## src/common/hps_regs.svh

```systemverilog
// register map, field positions, reset values and timing counts of the host port
// Functional notes
// - write data is captured into the addressed register when write strobe or select rises
// - address latch follows address while latch enable is high, holds while low
// - the active-low reset input resets every register except the fifo storage asynchronously
// - with receiver enabled, interrupt rises when programmed byte count has arrived
// - interrupt rises at once on overrun, end of message, abort, ones-to-flags
// - a data read that empties the fifo clears the interrupt, otherwise it stays
// - overrun interrupt survives data reads; only a status read, receiver disable, internal receiver off or terminate bit clears it
// - receiver disable, internal receiver off or terminate bit force interrupt low
// - masking forces output low but the latch stays and remains readable
// - end flag rises on overrun or when an event-tagged byte is read
// - end flag falls on status read or receiver disable
// - underrun rises when a transmit data request is not answered in time
// - shared transmit request pin leaves reset as an input
// - data bus is driven only while read strobe and chip select are both low
`ifndef HPS_REGS_SVH
`define HPS_REGS_SVH
`define HPS_ADDR_RX_CFG 8'h00
`define HPS_ADDR_RX_IRQ 8'h01
`define HPS_ADDR_RX_STATUS 8'h02
`define HPS_ADDR_RX_DATA 8'h03
`define HPS_ADDR_DL_CFG 8'h04
`define HPS_ADDR_TX_DATA 8'h05
`define HPS_BIT_RX_EN 0
`define HPS_BIT_RX_TERM 1
`define HPS_BIT_IRQ_EN 7
`define HPS_BIT_IRQ_LATCH 6
`define HPS_LSB_IRQ_THR 0
`define HPS_MSB_IRQ_THR 3
`define HPS_BIT_DL_RX_ON 0
`define HPS_BIT_DL_PIN_OUT 1
`define HPS_RST_RX_CFG 8'h00
`define HPS_RST_RX_IRQ 8'h01
`define HPS_RST_DL_CFG 8'h00
`define HPS_TDL_TIMEOUT_PERIODS 3'h4
`define HPS_FIFO_AW 4
`define HPS_FIFO_W 10
`endif

```

## src/common/hps_pkg.sv

```systemverilog
// types shared by the host port design
package hps_pkg;
   typedef logic [7:0] hps_byte_t;
   // tag stored with each received byte
   typedef enum logic [1:0] {
      HPS_TAG_DATA = 2'h0,
      HPS_TAG_EOM = 2'h1,
      HPS_TAG_ABORT = 2'h2,
      HPS_TAG_FLAGS = 2'h3
   } hps_tag_t;
   typedef enum logic [2:0] {
      HPS_ACC_IDLE = 3'h1,
      HPS_ACC_READ = 3'h2,
      HPS_ACC_WRITE = 3'h4
   } hps_acc_t;
endpackage

```

## src/logic/hps_fifo_mem.sv

```systemverilog
// receive fifo storage with registered read data
`timescale 1ns/1ps
`include "hps_regs.svh"
module hps_fifo_mem (
   input wire logic clk_sys_in,
   input wire logic wr_en_in,
   input wire logic [`HPS_FIFO_AW-1:0] wr_addr_in,
   input wire logic [`HPS_FIFO_W-1:0] wr_data_in,
   input wire logic [`HPS_FIFO_AW-1:0] rd_addr_in,
   output logic [`HPS_FIFO_W-1:0] rd_data_out
);
   logic [`HPS_FIFO_W-1:0] mem [0:(1<<`HPS_FIFO_AW)-1];
   // no reset on storage; only pointers carry meaning
   always_ff @(posedge clk_sys_in) begin
      if (wr_en_in) begin
         mem[wr_addr_in] <= wr_data_in;
      end
      rd_data_out <= mem[rd_addr_in];
   end
endmodule

```

## src/logic/hps_host_port.sv

```systemverilog
// host register port, receive link interrupt and end flag, transmit underrun
`timescale 1ns/1ps
`include "hps_regs.svh"
module hps_host_port (
   input wire logic clk_sys_in,
   input wire logic rstn_in,
   input wire logic write_strobe_n_in,
   input wire logic read_strobe_n_in,
   input wire logic chip_select_n_in,
   input wire logic ale_in,
   input wire logic [7:0] addr_in,
   input wire hps_pkg::hps_byte_t data_in,
   output hps_pkg::hps_byte_t data_out,
   output logic data_oe_out,
   input wire logic rx_byte_valid_in,
   input wire hps_pkg::hps_byte_t rx_byte_in,
   input wire hps_pkg::hps_tag_t rx_byte_tag_in,
   input wire logic tx_byte_taken_in,
   input wire logic tx_link_clock_in,
   input wire logic tx_link_serial_in_in,
   output logic tx_link_serial_in_out,
   output logic tx_link_data_request_out,
   output logic tx_link_pin_out,
   output logic tx_link_pin_oe_out,
   output hps_pkg::hps_byte_t tx_data_out,
   output logic tx_data_valid_out,
   output logic rx_link_irq_out,
   output logic rx_link_end_flag_out,
   output logic tx_link_underrun_out
);
   import hps_pkg::*;

   // two-stage synchronisers for the bus pins, the link clock and the shared pin
   localparam int SW = 22;
   logic [SW-1:0] pin_raw, pin_s1, pin_s2;
   assign pin_raw = {write_strobe_n_in, read_strobe_n_in, chip_select_n_in, ale_in,
                     tx_link_clock_in, tx_link_serial_in_in, addr_in, data_in};
   always_ff @(posedge clk_sys_in or negedge rstn_in) begin
      // link clock idles low so no false edge follows reset; shared pin idles high
      if (!rstn_in) begin
         pin_s1 <= {4'hf, 2'h1, 16'h0000};
         pin_s2 <= {4'hf, 2'h1, 16'h0000};
      end else begin
         pin_s1 <= pin_raw;
         pin_s2 <= pin_s1;
      end
   end
   logic wr_n, rd_n, cs_n, ale, tclk;
   logic [7:0] addr_s;
   hps_byte_t dat_s;
   assign wr_n = pin_s2[21];
   assign rd_n = pin_s2[20];
   assign cs_n = pin_s2[19];
   assign ale = pin_s2[18];
   assign tclk = pin_s2[17];
   assign addr_s = pin_s2[15:8];
   assign dat_s = pin_s2[7:0];

   logic [7:0] addr_lat;
   always_ff @(posedge clk_sys_in or negedge rstn_in) begin
      if (!rstn_in) begin
         addr_lat <= 8'h00;
      end else if (ale) begin
         addr_lat <= addr_s;
      end
   end

   // access tracker: strobes combine with select, so a high select blocks all
   hps_acc_t acc, next_acc;
   logic wr_act, rd_act, wr_done, rd_start;
   assign wr_act = !(wr_n | cs_n);
   assign rd_act = !(rd_n | cs_n);
   always_comb begin
      next_acc = acc;
      case (acc)
         HPS_ACC_IDLE: begin
            if (rd_act) begin
               next_acc = HPS_ACC_READ;
            end else if (wr_act) begin
               next_acc = HPS_ACC_WRITE;
            end
         end
         HPS_ACC_READ: begin
            if (!rd_act) begin
               next_acc = HPS_ACC_IDLE;
            end
         end
         HPS_ACC_WRITE: begin
            if (!wr_act) begin
               next_acc = HPS_ACC_IDLE;
            end
         end
         default: next_acc = HPS_ACC_IDLE;
      endcase
   end
   always_ff @(posedge clk_sys_in or negedge rstn_in) begin
      if (!rstn_in) begin
         acc <= HPS_ACC_IDLE;
      end else begin
         acc <= next_acc;
      end
   end
   assign rd_start = (acc == HPS_ACC_IDLE) && rd_act;
   assign wr_done = (acc == HPS_ACC_WRITE) && !wr_act;

   function automatic logic hit(input logic [7:0] a, input logic [7:0] off);
      hit = (a == off);
   endfunction

   // data sampled with the strobe still low; it is settled well before the rise
   hps_byte_t wr_hold;
   always_ff @(posedge clk_sys_in or negedge rstn_in) begin
      if (!rstn_in) begin
         wr_hold <= 8'h00;
      end else if (wr_act) begin
         wr_hold <= dat_s;
      end
   end

   hps_byte_t rx_cfg, rx_irq_cfg, dl_cfg;
   always_ff @(posedge clk_sys_in or negedge rstn_in) begin
      if (!rstn_in) begin
         rx_cfg <= `HPS_RST_RX_CFG;
         rx_irq_cfg <= `HPS_RST_RX_IRQ;
         dl_cfg <= `HPS_RST_DL_CFG;
      end else if (wr_done) begin
         if (hit(addr_lat, `HPS_ADDR_RX_CFG)) rx_cfg <= wr_hold;
         if (hit(addr_lat, `HPS_ADDR_RX_IRQ)) rx_irq_cfg <= wr_hold;
         if (hit(addr_lat, `HPS_ADDR_DL_CFG)) dl_cfg <= wr_hold;
      end
   end
   logic rx_on;
   assign rx_on = rx_cfg[`HPS_BIT_RX_EN] && dl_cfg[`HPS_BIT_DL_RX_ON]
                  && !rx_cfg[`HPS_BIT_RX_TERM];

   // receive fifo
   logic [`HPS_FIFO_AW-1:0] wp, rp;
   logic [`HPS_FIFO_AW:0] cnt;
   logic [`HPS_FIFO_W-1:0] head;
   logic full, empty, push, pop, ovr_ev;
   assign full = cnt[`HPS_FIFO_AW];
   assign empty = (cnt == '0);
   assign push = rx_on && rx_byte_valid_in && !full;
   assign ovr_ev = rx_on && rx_byte_valid_in && full;
   assign pop = rd_start && hit(addr_lat, `HPS_ADDR_RX_DATA) && !empty;
   hps_fifo_mem u_mem (
      .clk_sys_in(clk_sys_in),
      .wr_en_in(push),
      .wr_addr_in(wp),
      .wr_data_in({rx_byte_tag_in, rx_byte_in}),
      .rd_addr_in(rp),
      .rd_data_out(head)
   );
   always_ff @(posedge clk_sys_in or negedge rstn_in) begin
      if (!rstn_in) begin
         wp <= '0;
         rp <= '0;
         cnt <= '0;
      end else if (!rx_on) begin
         wp <= '0;
         rp <= '0;
         cnt <= '0;
      end else begin
         if (push) wp <= wp + 1'b1;
         if (pop) rp <= rp + 1'b1;
         cnt <= cnt + {4'h0, push} - {4'h0, pop};
      end
   end

   // interrupt latches: fill and event share one, overrun has its own
   logic ev_now, thr_hit, last_pop, sts_rd;
   logic fill_lat, ovr_lat, irq_lat;
   assign ev_now = push && (rx_byte_tag_in != HPS_TAG_DATA);
   assign thr_hit = rx_on && (cnt >= {1'b0, rx_irq_cfg[`HPS_MSB_IRQ_THR:`HPS_LSB_IRQ_THR]})
                    && !empty;
   assign last_pop = pop && (cnt == 5'h01);
   assign sts_rd = rd_start && hit(addr_lat, `HPS_ADDR_RX_STATUS);
   assign irq_lat = fill_lat | ovr_lat;
   always_ff @(posedge clk_sys_in or negedge rstn_in) begin
      if (!rstn_in) begin
         fill_lat <= 1'b0;
         ovr_lat <= 1'b0;
      end else if (!rx_on) begin
         fill_lat <= 1'b0;
         ovr_lat <= 1'b0;
      end else begin
         // a new event byte in the clearing cycle keeps the latch set
         if (ev_now || (thr_hit && !last_pop)) begin
            fill_lat <= 1'b1;
         end else if (last_pop) begin
            fill_lat <= 1'b0;
         end
         if (ovr_ev) begin
            ovr_lat <= 1'b1;
         end else if (sts_rd) begin
            ovr_lat <= 1'b0;
         end
      end
   end
   always_ff @(posedge clk_sys_in or negedge rstn_in) begin
      if (!rstn_in) begin
         rx_link_irq_out <= 1'b0;
      end else begin
         // mask gates the pin only; the latch stays visible in the irq register
         rx_link_irq_out <= (ev_now || ovr_ev || irq_lat) && rx_on
                            && rx_irq_cfg[`HPS_BIT_IRQ_EN];
      end
   end

   // end flag
   always_ff @(posedge clk_sys_in or negedge rstn_in) begin
      if (!rstn_in) begin
         rx_link_end_flag_out <= 1'b0;
      end else if (!rx_on) begin
         rx_link_end_flag_out <= 1'b0;
      end else if (ovr_ev || (pop && head[9:8] != HPS_TAG_DATA)) begin
         rx_link_end_flag_out <= 1'b1;
      end else if (sts_rd) begin
         rx_link_end_flag_out <= 1'b0;
      end
   end

   // read data path
   hps_byte_t rd_mux;
   always_comb begin
      case (1'b1)
         hit(addr_lat, `HPS_ADDR_RX_CFG): rd_mux = rx_cfg;
         hit(addr_lat, `HPS_ADDR_RX_IRQ): rd_mux = {rx_irq_cfg[7], irq_lat, rx_irq_cfg[5:0]};
         hit(addr_lat, `HPS_ADDR_RX_STATUS):
            rd_mux = {ovr_lat, fill_lat, full, empty, tx_link_underrun_out, 3'h0};
         hit(addr_lat, `HPS_ADDR_RX_DATA): rd_mux = empty ? 8'h00 : head[7:0];
         hit(addr_lat, `HPS_ADDR_DL_CFG): rd_mux = dl_cfg;
         default: rd_mux = 8'h00;
      endcase
   end
   always_ff @(posedge clk_sys_in or negedge rstn_in) begin
      if (!rstn_in) begin
         data_out <= 8'h00;
         data_oe_out <= 1'b0;
      end else begin
         if (rd_start) data_out <= rd_mux;
         data_oe_out <= rd_act;
      end
   end

   // transmit request, answer and underrun watchdog
   logic tclk_d, tclk_rise, tx_wr;
   logic [2:0] tper;
   assign tclk_rise = tclk && !tclk_d;
   assign tx_wr = wr_done && hit(addr_lat, `HPS_ADDR_TX_DATA);
   always_ff @(posedge clk_sys_in or negedge rstn_in) begin
      if (!rstn_in) begin
         tclk_d <= 1'b0;
         tx_link_data_request_out <= 1'b0;
         tx_data_out <= 8'h00;
         tx_data_valid_out <= 1'b0;
      end else begin
         tclk_d <= tclk;
         tx_data_valid_out <= tx_wr;
         if (tx_wr) begin
            tx_data_out <= wr_hold;
            tx_link_data_request_out <= 1'b0;
         end else if (tx_byte_taken_in) begin
            tx_link_data_request_out <= 1'b1;
         end
      end
   end
   always_ff @(posedge clk_sys_in or negedge rstn_in) begin
      if (!rstn_in) begin
         tper <= 3'h0;
         tx_link_underrun_out <= 1'b0;
      end else if (tx_wr) begin
         tper <= 3'h0;
         tx_link_underrun_out <= 1'b0;
      end else if (tx_link_data_request_out && tclk_rise) begin
         if (tper == `HPS_TDL_TIMEOUT_PERIODS - 3'h1) begin
            tx_link_underrun_out <= 1'b1;
         end else begin
            tper <= tper + 3'h1;
         end
      end
   end

   // shared pin: input after reset, request output once configured
   always_ff @(posedge clk_sys_in or negedge rstn_in) begin
      if (!rstn_in) begin
         tx_link_pin_oe_out <= 1'b0;
         tx_link_pin_out <= 1'b1;
         tx_link_serial_in_out <= 1'b1;
      end else begin
         tx_link_pin_oe_out <= dl_cfg[`HPS_BIT_DL_PIN_OUT];
         tx_link_pin_out <= tx_link_data_request_out;
         tx_link_serial_in_out <= pin_s2[16];
      end
   end
endmodule

```

## config.mk

```make
export PLATFORM = sky130hd
export DESIGN_NAME = hps_host_port
export DESIGN_NICKNAME = d
export VERILOG_FILES = /design/src/common/hps_pkg.sv /design/src/logic/hps_fifo_mem.sv /design/src/logic/hps_host_port.sv
export VERILOG_INCLUDE_DIRS = /design/src /design/src/common
export SDC_FILE = /design/constraint.sdc
export NUM_CORES = 1
export LEC_CHECK = 0
export ABC_AREA = 0
export BUFFER_PORTS_ARGS = -buffer_cell sky130_fd_sc_hd__buf_2
export CORE_ASPECT_RATIO = 1.1
export CORE_MARGIN = 8
export CORE_UTILIZATION = 50
export CTS_BUF_LIST = sky130_fd_sc_hd__clkbuf_4
export DETAILED_ROUTE_END_ITERATION = 8
export PLACE_DENSITY_LB_ADDON = 0.2
export SYNTH_ARGS = -nofsm -noshare
export SYNTH_HDL_FRONTEND = slang
export SYNTH_SLANG_ARGS = --single-unit
```

## constraint.sdc

```tcl
create_clock -name clk_sys_in -period 2.7 [get_ports clk_sys_in]
set_clock_uncertainty 0.05 [all_clocks]
set_input_delay 0.405 -clock clk_sys_in [delete_from_list [all_inputs] [get_ports clk_sys_in]]
set_output_delay 0.405 -clock clk_sys_in [all_outputs]
set_load 0.01 [all_outputs]
```

==> flow_summary_export.csv, run 1 <==
group,metric,value,unit
floorplan,die_height,176,um
yosys,synth_top_family_by_area,"multiplexers",
floorplan,start_util,0.508,
route,firstDrtPassIters,4,
yosys,synth_edf_count,160,
yosys,ys_types,58,
cts,path_clk_slew,0.07,ns
yosys,ys_ff_latch,300,
yosys,postSynthCellCount,665,
worst_setup_path,critPathKind,"reg2reg",
worst_setup_path,path_max_fanout,3,
global_routing,antenna_found_initial,2,
sta,whs,0.0804,ns
cts,cts_sinks,300,
cts,cts_root_buf,"clkbuf_4",
route,post_drt_wl_per_cell,20.5,um
yosys,yosysWarnings,0,
route,ant_nets,0,
yosys,synthFlopType,"edfxtp_1",
flow_run,maxCapViolCount,0,
sta,hold_viol_final,0,
floorplan,num_rows,58,
sta,setup_viol,3,
worst_hold_path,hold_class,"in2reg",
route,via_count,6588,
power_and_ir_drop,clock_power_share,0.406,
yosys,synth.largest_area_cell,"edfxtp_1",
yosys,synth-xor-area-share,0.00756,
cts,clkLatencyLatePin,0.68,ns
yosys,synthAdderAreaFrac,0.0201,
worst_setup_path,arrival,3.40,ns
cts,cts_buffers,76,
power_and_ir_drop,p_seq_frac,0.548,
cells_and_area,utilization,0.610,
global_routing,grt_max_degree,60,
sta,slew_headroom,0.452,
worst_setup_path,cp.required,3.23,ns
floorplan,die_w,161,um
floorplan,dieArea,0.0283,sq mm
run_status,outcome,"finished with violations",
route,remaining_drc_errors,0,
floorplan,core-area,0.0228,sq mm
yosys,synth_compound_area_frac,0.0364,
run_status,violations,"negative setup slack",
yosys,synthArstFlopShare,0.433,
yosys,synth_nets,719,
sta,rsz0062_at_grt,"true",
global_routing,grt_pass1_vias,7301,
placement,hpwl,16100,um
cells_and_area,area_growth,20.1,%
global_routing,grt_pass1_wl,39300,um
placement,gp_congestion,0.921,
yosys,synthMuxAreaShare,0.146,
yosys,synthSimpleGateAreaFrac,0.0569,
yosys,yosysSeqAreaShare,0.714,
placement,io_buffer_count,60,
sta,fin_ws,-0.166,ns
yosys,syn_avg_cell_area,17.4,sq um
yosys,synthTopCellsByArea,"edfxtp_1 (41%), dfrtp_1 (25%), mux4_2 (9.7%)",
global_routing,grt_usage,0.181,
worst_setup_path,critPathCaptureType,"register",
route,wl,24900,um
power_and_ir_drop,switching_share,0.224,
route,drt-initial-drc-count,454,
sta,worstMarginPinSlew,0.823,ns
sta,fmax,349,MHz
power_and_ir_drop,power_density,661,mW/mm^2
cts,cts_tree,"done",
power_and_ir_drop,irDropWorstVdd,390,uV
cts,cts_max_level,3,
sta,min_period,2.87,ns
sta,fin_setup_tns,-0.187,ns
yosys,synth_top_area_share,0.415,
power_and_ir_drop,p_leak,5.43,nW
cells_and_area,fillers,1720,
floorplan,io_pins,61,
sta,finalCritPeriodShare,1.06,
global_routing,overflow,0,
power_and_ir_drop,p_switching,2.06,mW
cts,clockBufferDepth,3,
power_and_ir_drop,total_power,9.19,mW
worst_setup_path,cp-start-kind,"register",
route,viasPerCell,5.43,
cells_and_area,final_nets,910,
power_and_ir_drop,power_frac_comb,0.047,
sta,slew_violations,0,
cells_and_area,drive_above_1_share,0.413,
power_and_ir_drop,p_int,7.12,mW
yosys,synth_area,0.0116,sq mm
==> power by group through the flow <==
stage / combinational [mW] / clock, mW / sequential [mW]
after detailed placement: 0.399 / 0 / 5.12
after global routing: 0.476 / 4.11 / 5.04
after floorplan: 0.206 / 0 / 5.10
after CTS: 0.434 / 3.87 / 5.03
after global placement: 0.372 / 0 / 5.11
final: 0.428 / 3.73 / 5.03
==> placed cells by master, fill, tap and decap left out, types with 7 or more instances in the layout <==
cell | Yosys | layout
inv_1 | 23 | 20
buf_2 | 5 | 59
ha_1 | 17 | 15
clkinv_1 | 1 | 12
a21oi_1 | 20 | 18
nor2_1 | 32 | 31
edfxtp_1 | 160 | 160
mux2_2 | 47 | 47
dfstp_2 | 14 | 14
dlygate4sd3_1 | 0 | 28
clkbuf_4 | 0 | 118
nor3_1 | 12 | 11
dfxtp_1 | 10 | 10
mux4_2 | 50 | 50
dfrtp_1 | 116 | 115
and2_1 | 7 | 7
o21ai_0 | 16 | 15
buf_4 | 1 | 50
nand2_1 | 22 | 22
==> repair_timing <==
action / in CTS / in global routing
endpoints found under the hold margin: 84 / 2
pin swaps: 0 / 6
buffers inserted: 0 / 3
hold buffers: 27 / 1
resized for setup: 7 / 5
endpoints found under the setup margin: 1 / 3
==> stage by stage <==
stage          area (sq um)  cells  setup slack (ns)
3_3_place_gp          12600   1047            0.0577
5_1_grt               13900   1213            -0.275
6_report              13900   1213            -0.166
3_5_place_dp          12600   1047           -0.0759
2_1_floorplan         11600    665            0.0403
4_1_cts               13900   1208           -0.0305
==> critical path, cell delays in order (launching register included) <==
cell and delay (ns):
dfrtp_1 0.37, or4_4 0.57, nor3_4 0.21, nand3_2 0.13
inv_2 0.06, ha_1 0.22, inv_1 0.06, ha_2 0.18
inv_2 0.04, fa_2 0.35, inv_2 0.06, a21oi_2 0.06
nor2_2 0.15, o21ai_1 0.10, a21oi_2 0.17
==> final timing paths <==
kind                                    startpoint                          to  slack, ns  cells after the start
setup / recovery           addr_lat[6]$_DFFE_PN0P_            cnt[4]$_DFF_PN0_      -0.17                     14
hold / removal                       rx_byte_in[6]  u_mem.mem[10][6]$_DFFE_PP_       0.08                      1
setup reg to reg           addr_lat[6]$_DFFE_PN0P_            cnt[4]$_DFF_PN0_      -0.17                     14
hold reg to reg               pin_s1[19]$_DFF_PN1_        pin_s2[19]$_DFF_PN1_       0.29                      0
max in group asynchronous                  rstn_in        pin_s1[19]$_DFF_PN1_       1.50                      3
min in group asynchronous                  rstn_in         pin_s2[5]$_DFF_PN0_       0.24                      2
==> synth_stat cells, types with 3 or more instances <==
library cell,count
edfxtp_1,160
dfrtp_1,116
mux4_2,50
mux2_2,47
nor2_1,32
inv_1,23
nand2_1,22
a21oi_1,20
clkbuf_1,18
ha_1,17
o21ai_0,16
dfstp_2,14
nor3_1,12
dfxtp_1,10
and2_1,7
nand3_1,7
o31ai_1,6
xor2_1,6
a31oi_1,5
buf_2,5
nor2b_1,5
nor4_1,5
nand2b_1,4
nand3b_1,4
xnor2_1,4
a211oi_1,3
a21boi_0,3
a2bb2oi_1,3
mux2i_1,3
==> cell families after synthesis <==
kind of cell               after synthesis
and+or+nand+nor                        117
adders and majority gates               18
muxes                                  100
AOI/OAI and AO/OA                       68
buffers and inverters                   52
xor gates and xnor gates                10
DFF                                    300
==> routing by layer <==
metal / global-route usage / up-vias / routed length (um)
met2: 0.303 / 245 / 12700
met4: 0.0846 / 0 / 684
met3: 0.0522 / 64 / 1900
met1: 0.212 / 3324 / 9630
met5: 0 / - / 0
li1: - / 2955 / -
==> registers in the layout, summed over array words and instances, names as in the netlist, 10 cells and up <==
signal,flops
pin_s2,22
u_mem.rd_data_out,10
pin_s1,22
u_mem.mem,160
==> layout make-up <==
class | instances | area, sq um | area share
clock buffer | 118 | 886 | 0.0637
clock inverter | 16 | 78.8 | 0.00567
sequential | 300 | 8280 | 0.595
multi-input combinational | 313 | 3170 | 0.228
antenna | 1 | 2.50 | 0.000180
tap | 300 | 375 | 0.0270
timing repair buffer | 141 | 1030 | 0.0741
inverter | 24 | 90.1 | 0.00648
Note: power is estimated with default switching activity, not from simulation.
==> run 2, diff against run 1 <==
CORE_MARGIN = 2   (was 8)
GPL_TIMING_DRIVEN = 1   (was unset)
==> run 2 against run 1 <==
Final cell count is 0.74% higher. Non-clock buffer count is 5 higher. Routed wire length is 0.31% lower. The run now ends clean. Flip-flop and latch count stayed put. Maximum frequency is 7.0% higher. Sequential share of layout area is 0.45 points lower.
==> flow_summary_export.csv, run 2 (synthesis results as in run 1) <==
group,metric,value,unit
worst_setup_path,timing.rr.end,"cnt[2]$_DFF_PN0_",
worst_setup_path,path_max_fanout,3,
worst_setup_path,arrival,3.23,ns
worst_setup_path,path_depth,13,
route,remaining_drc_errors,0,
sta,hold_viol_final,0,
route,viasPerCell,5.31,
floorplan,num_rows,58,
cts,cts_sinks,300,
worst_setup_path,crit_start,"addr_lat[3]$_DFFE_PN0P_",
cts,path_clk_slew,0.07,ns
route,post_drt_wl_per_cell,20.3,um
cts,cts_buffers,76,
sta,min_period,2.68,ns
cells_and_area,mostFrequentLayoutCell,"edfxtp_1",
worst_setup_path,r2r_start,"addr_lat[3]$_DFFE_PN0P_",
power_and_ir_drop,total_power,9.37,mW
sta,setup_viol,0,
cts,cts_tree,"done",
worst_setup_path,critPathKind,"reg2reg",
run_status,outcome,"finished, final reports clean",
worst_setup_path,cp_top_family,"simple AND/OR/NAND/NOR gates",
cells_and_area,area_growth,21.0,%
cells_and_area,utilization,0.615,
worst_hold_path,holdCritStartpoint,"rx_byte_in[3]",
cts,cts_max_level,3,
worst_setup_path,cp-start-kind,"register",
worst_setup_path,crit_chain,"or4_4, nor3_4, nand3_2, inv_2, ha_4, inv_2, ha_4, inv_2, fa_2, buf_4, buf_4, xor2_1, nor2_1",
global_routing,grt_pass1_wl,39100,um
worst_setup_path,critPathMaxStageDelay,0.57,ns
power_and_ir_drop,irDropWorstVdd,434,uV
sta,slew_headroom,0.440,
worst_setup_path,cp.required,3.25,ns
worst_setup_path,critPathCaptureType,"register",
global_routing,grt_usage,0.215,
power_and_ir_drop,power_density,669,mW/mm^2
sta,worstMarginPinSlew,0.840,ns
sta,rsz0062_at_grt,"true",
worst_setup_path,path_common_cell,"inv_2",
sta,slew_violations,0,
global_routing,overflow,0,
floorplan,start_util,0.508,
route,via_count,6490,
placement,gp_congestion,0.900,
worst_setup_path,critPathCapture,"cnt[2]$_DFF_PN0_",
worst_hold_path,hold_class,"in2reg",
floorplan,dieArea,0.0244,sq mm
worst_setup_path,ff2ff_setup_slack,0.02,ns
floorplan,die_height,164,um
power_and_ir_drop,p_leak,5.46,nW
cells_and_area,layout_common_cells,"edfxtp_1 (160), dfrtp_1 (115), clkbuf_4 (113), buf_2 (59), buf_4 (53)",
route,wl,24800,um
cts,cts_root_buf,"clkbuf_4",
worst_setup_path,r2r_cells,13,
sta,whs,0.0497,ns
floorplan,core-area,0.0228,sq mm
route,drt-initial-drc-count,407,
route,firstDrtPassIters,4,
flow_run,maxCapViolCount,0,
placement,io_buffer_count,60,
worst_setup_path,crit_slowest_cell,"or4_4",
floorplan,die_w,149,um
cts,clockBufferDepth,3,
global_routing,antenna_found_initial,2,
global_routing,grt_pass1_vias,7198,
cells_and_area,drive_above_1_share,0.417,
global_routing,grt_max_degree,60,
cells_and_area,final_nets,915,
floorplan,io_pins,61,
cts,clkLatencyLatePin,0.71,ns
cells_and_area,top_register,"u_mem.mem",
route,ant_nets,0,
cells_and_area,reg_top3,"u_mem.mem x160, pin_s1 x22, pin_s2 x22",
sta,fmax,373,MHz
worst_setup_path,crit_buf_inv,5,
placement,hpwl,15600,um
cells_and_area,largest_reg_flops,160,
sta,finalCritPeriodShare,0.992,
run 2: changes by cell type in the layout (fill, tap and decap cells not counted), moves of 3 or more:
cell and delta:
diode_2 +4, dlygate4sd3_1 +3, buf_4 +3, clkbuf_4 -5
run 2: layer usage:
layer | wire length (um) | track usage | share of wire
met5 | 0 | 0 | 0
met4 | 633 | 0.0991 | 0.025
met3 | 1570 | 0.0508 | 0.063
met2 | 13100 | 0.366 | 0.53
met1 | 9530 | 0.262 | 0.38
run 2: worst min path at each step:
stage | cells past startpoint | endpoint
2_1_floorplan | 0 | acc[1]$_DFFE_PN0P_
3_3_place_gp | 1 | wr_hold[4]$_DFFE_PN0P_
3_5_place_dp | 1 | pin_s2[3]$_DFF_PN0_
4_1_cts | 1 | u_mem.mem[14][3]$_DFFE_PP_
5_1_grt | 1 | u_mem.mem[14][3]$_DFFE_PP_
6_report | 1 | u_mem.mem[14][3]$_DFFE_PP_
run 2: power by group:
group / internal, mW / leakage [nW] / switching (mW)
Sequential: 4.95 / 3.15 / 0.0831
Combinational: 0.191 / 1.72 / 0.235
Clock: 2.12 / 0.594 / 1.79
Total: 7.26 / 5.46 / 2.11
run 2: final cells by class:
| class | count | area (sq um) |
|---|---|---|
| clock buffers | 113 | 848 |
| clock inverters | 21 | 154 |
| diodes | 5 | 12.5 |
| well taps | 300 | 375 |
| inverters | 24 | 90.1 |
| flip-flops and latches | 300 | 8280 |
| repair buffers | 146 | 1060 |
| fillers | 1731 | 8780 |
| multi-input cells | 313 | 3190 |
run 2: stage by stage:
step                      setup TNS, ns  instance area, sq um  std cells  worst slack (ns)
after CTS                       -0.0261                 14000       1213           -0.0261
after global routing             -0.260                 14000       1222            -0.168
final                                 0                 14000       1222            0.0206
after detailed placement         -0.104                 12600       1046            -0.104
after global placement                0                 12600       1046            0.0503
after floorplan                       0                 11600        665            0.0403
run 2: repair_timing:
item	in CTS	in global routing
buffers inserted	2	4
endpoints found under the hold margin	204	0
setup endpoints to repair	1	2
gates cloned	0	0
pin swaps	9	10
resized for setup	12	4
hold buffers	31	0
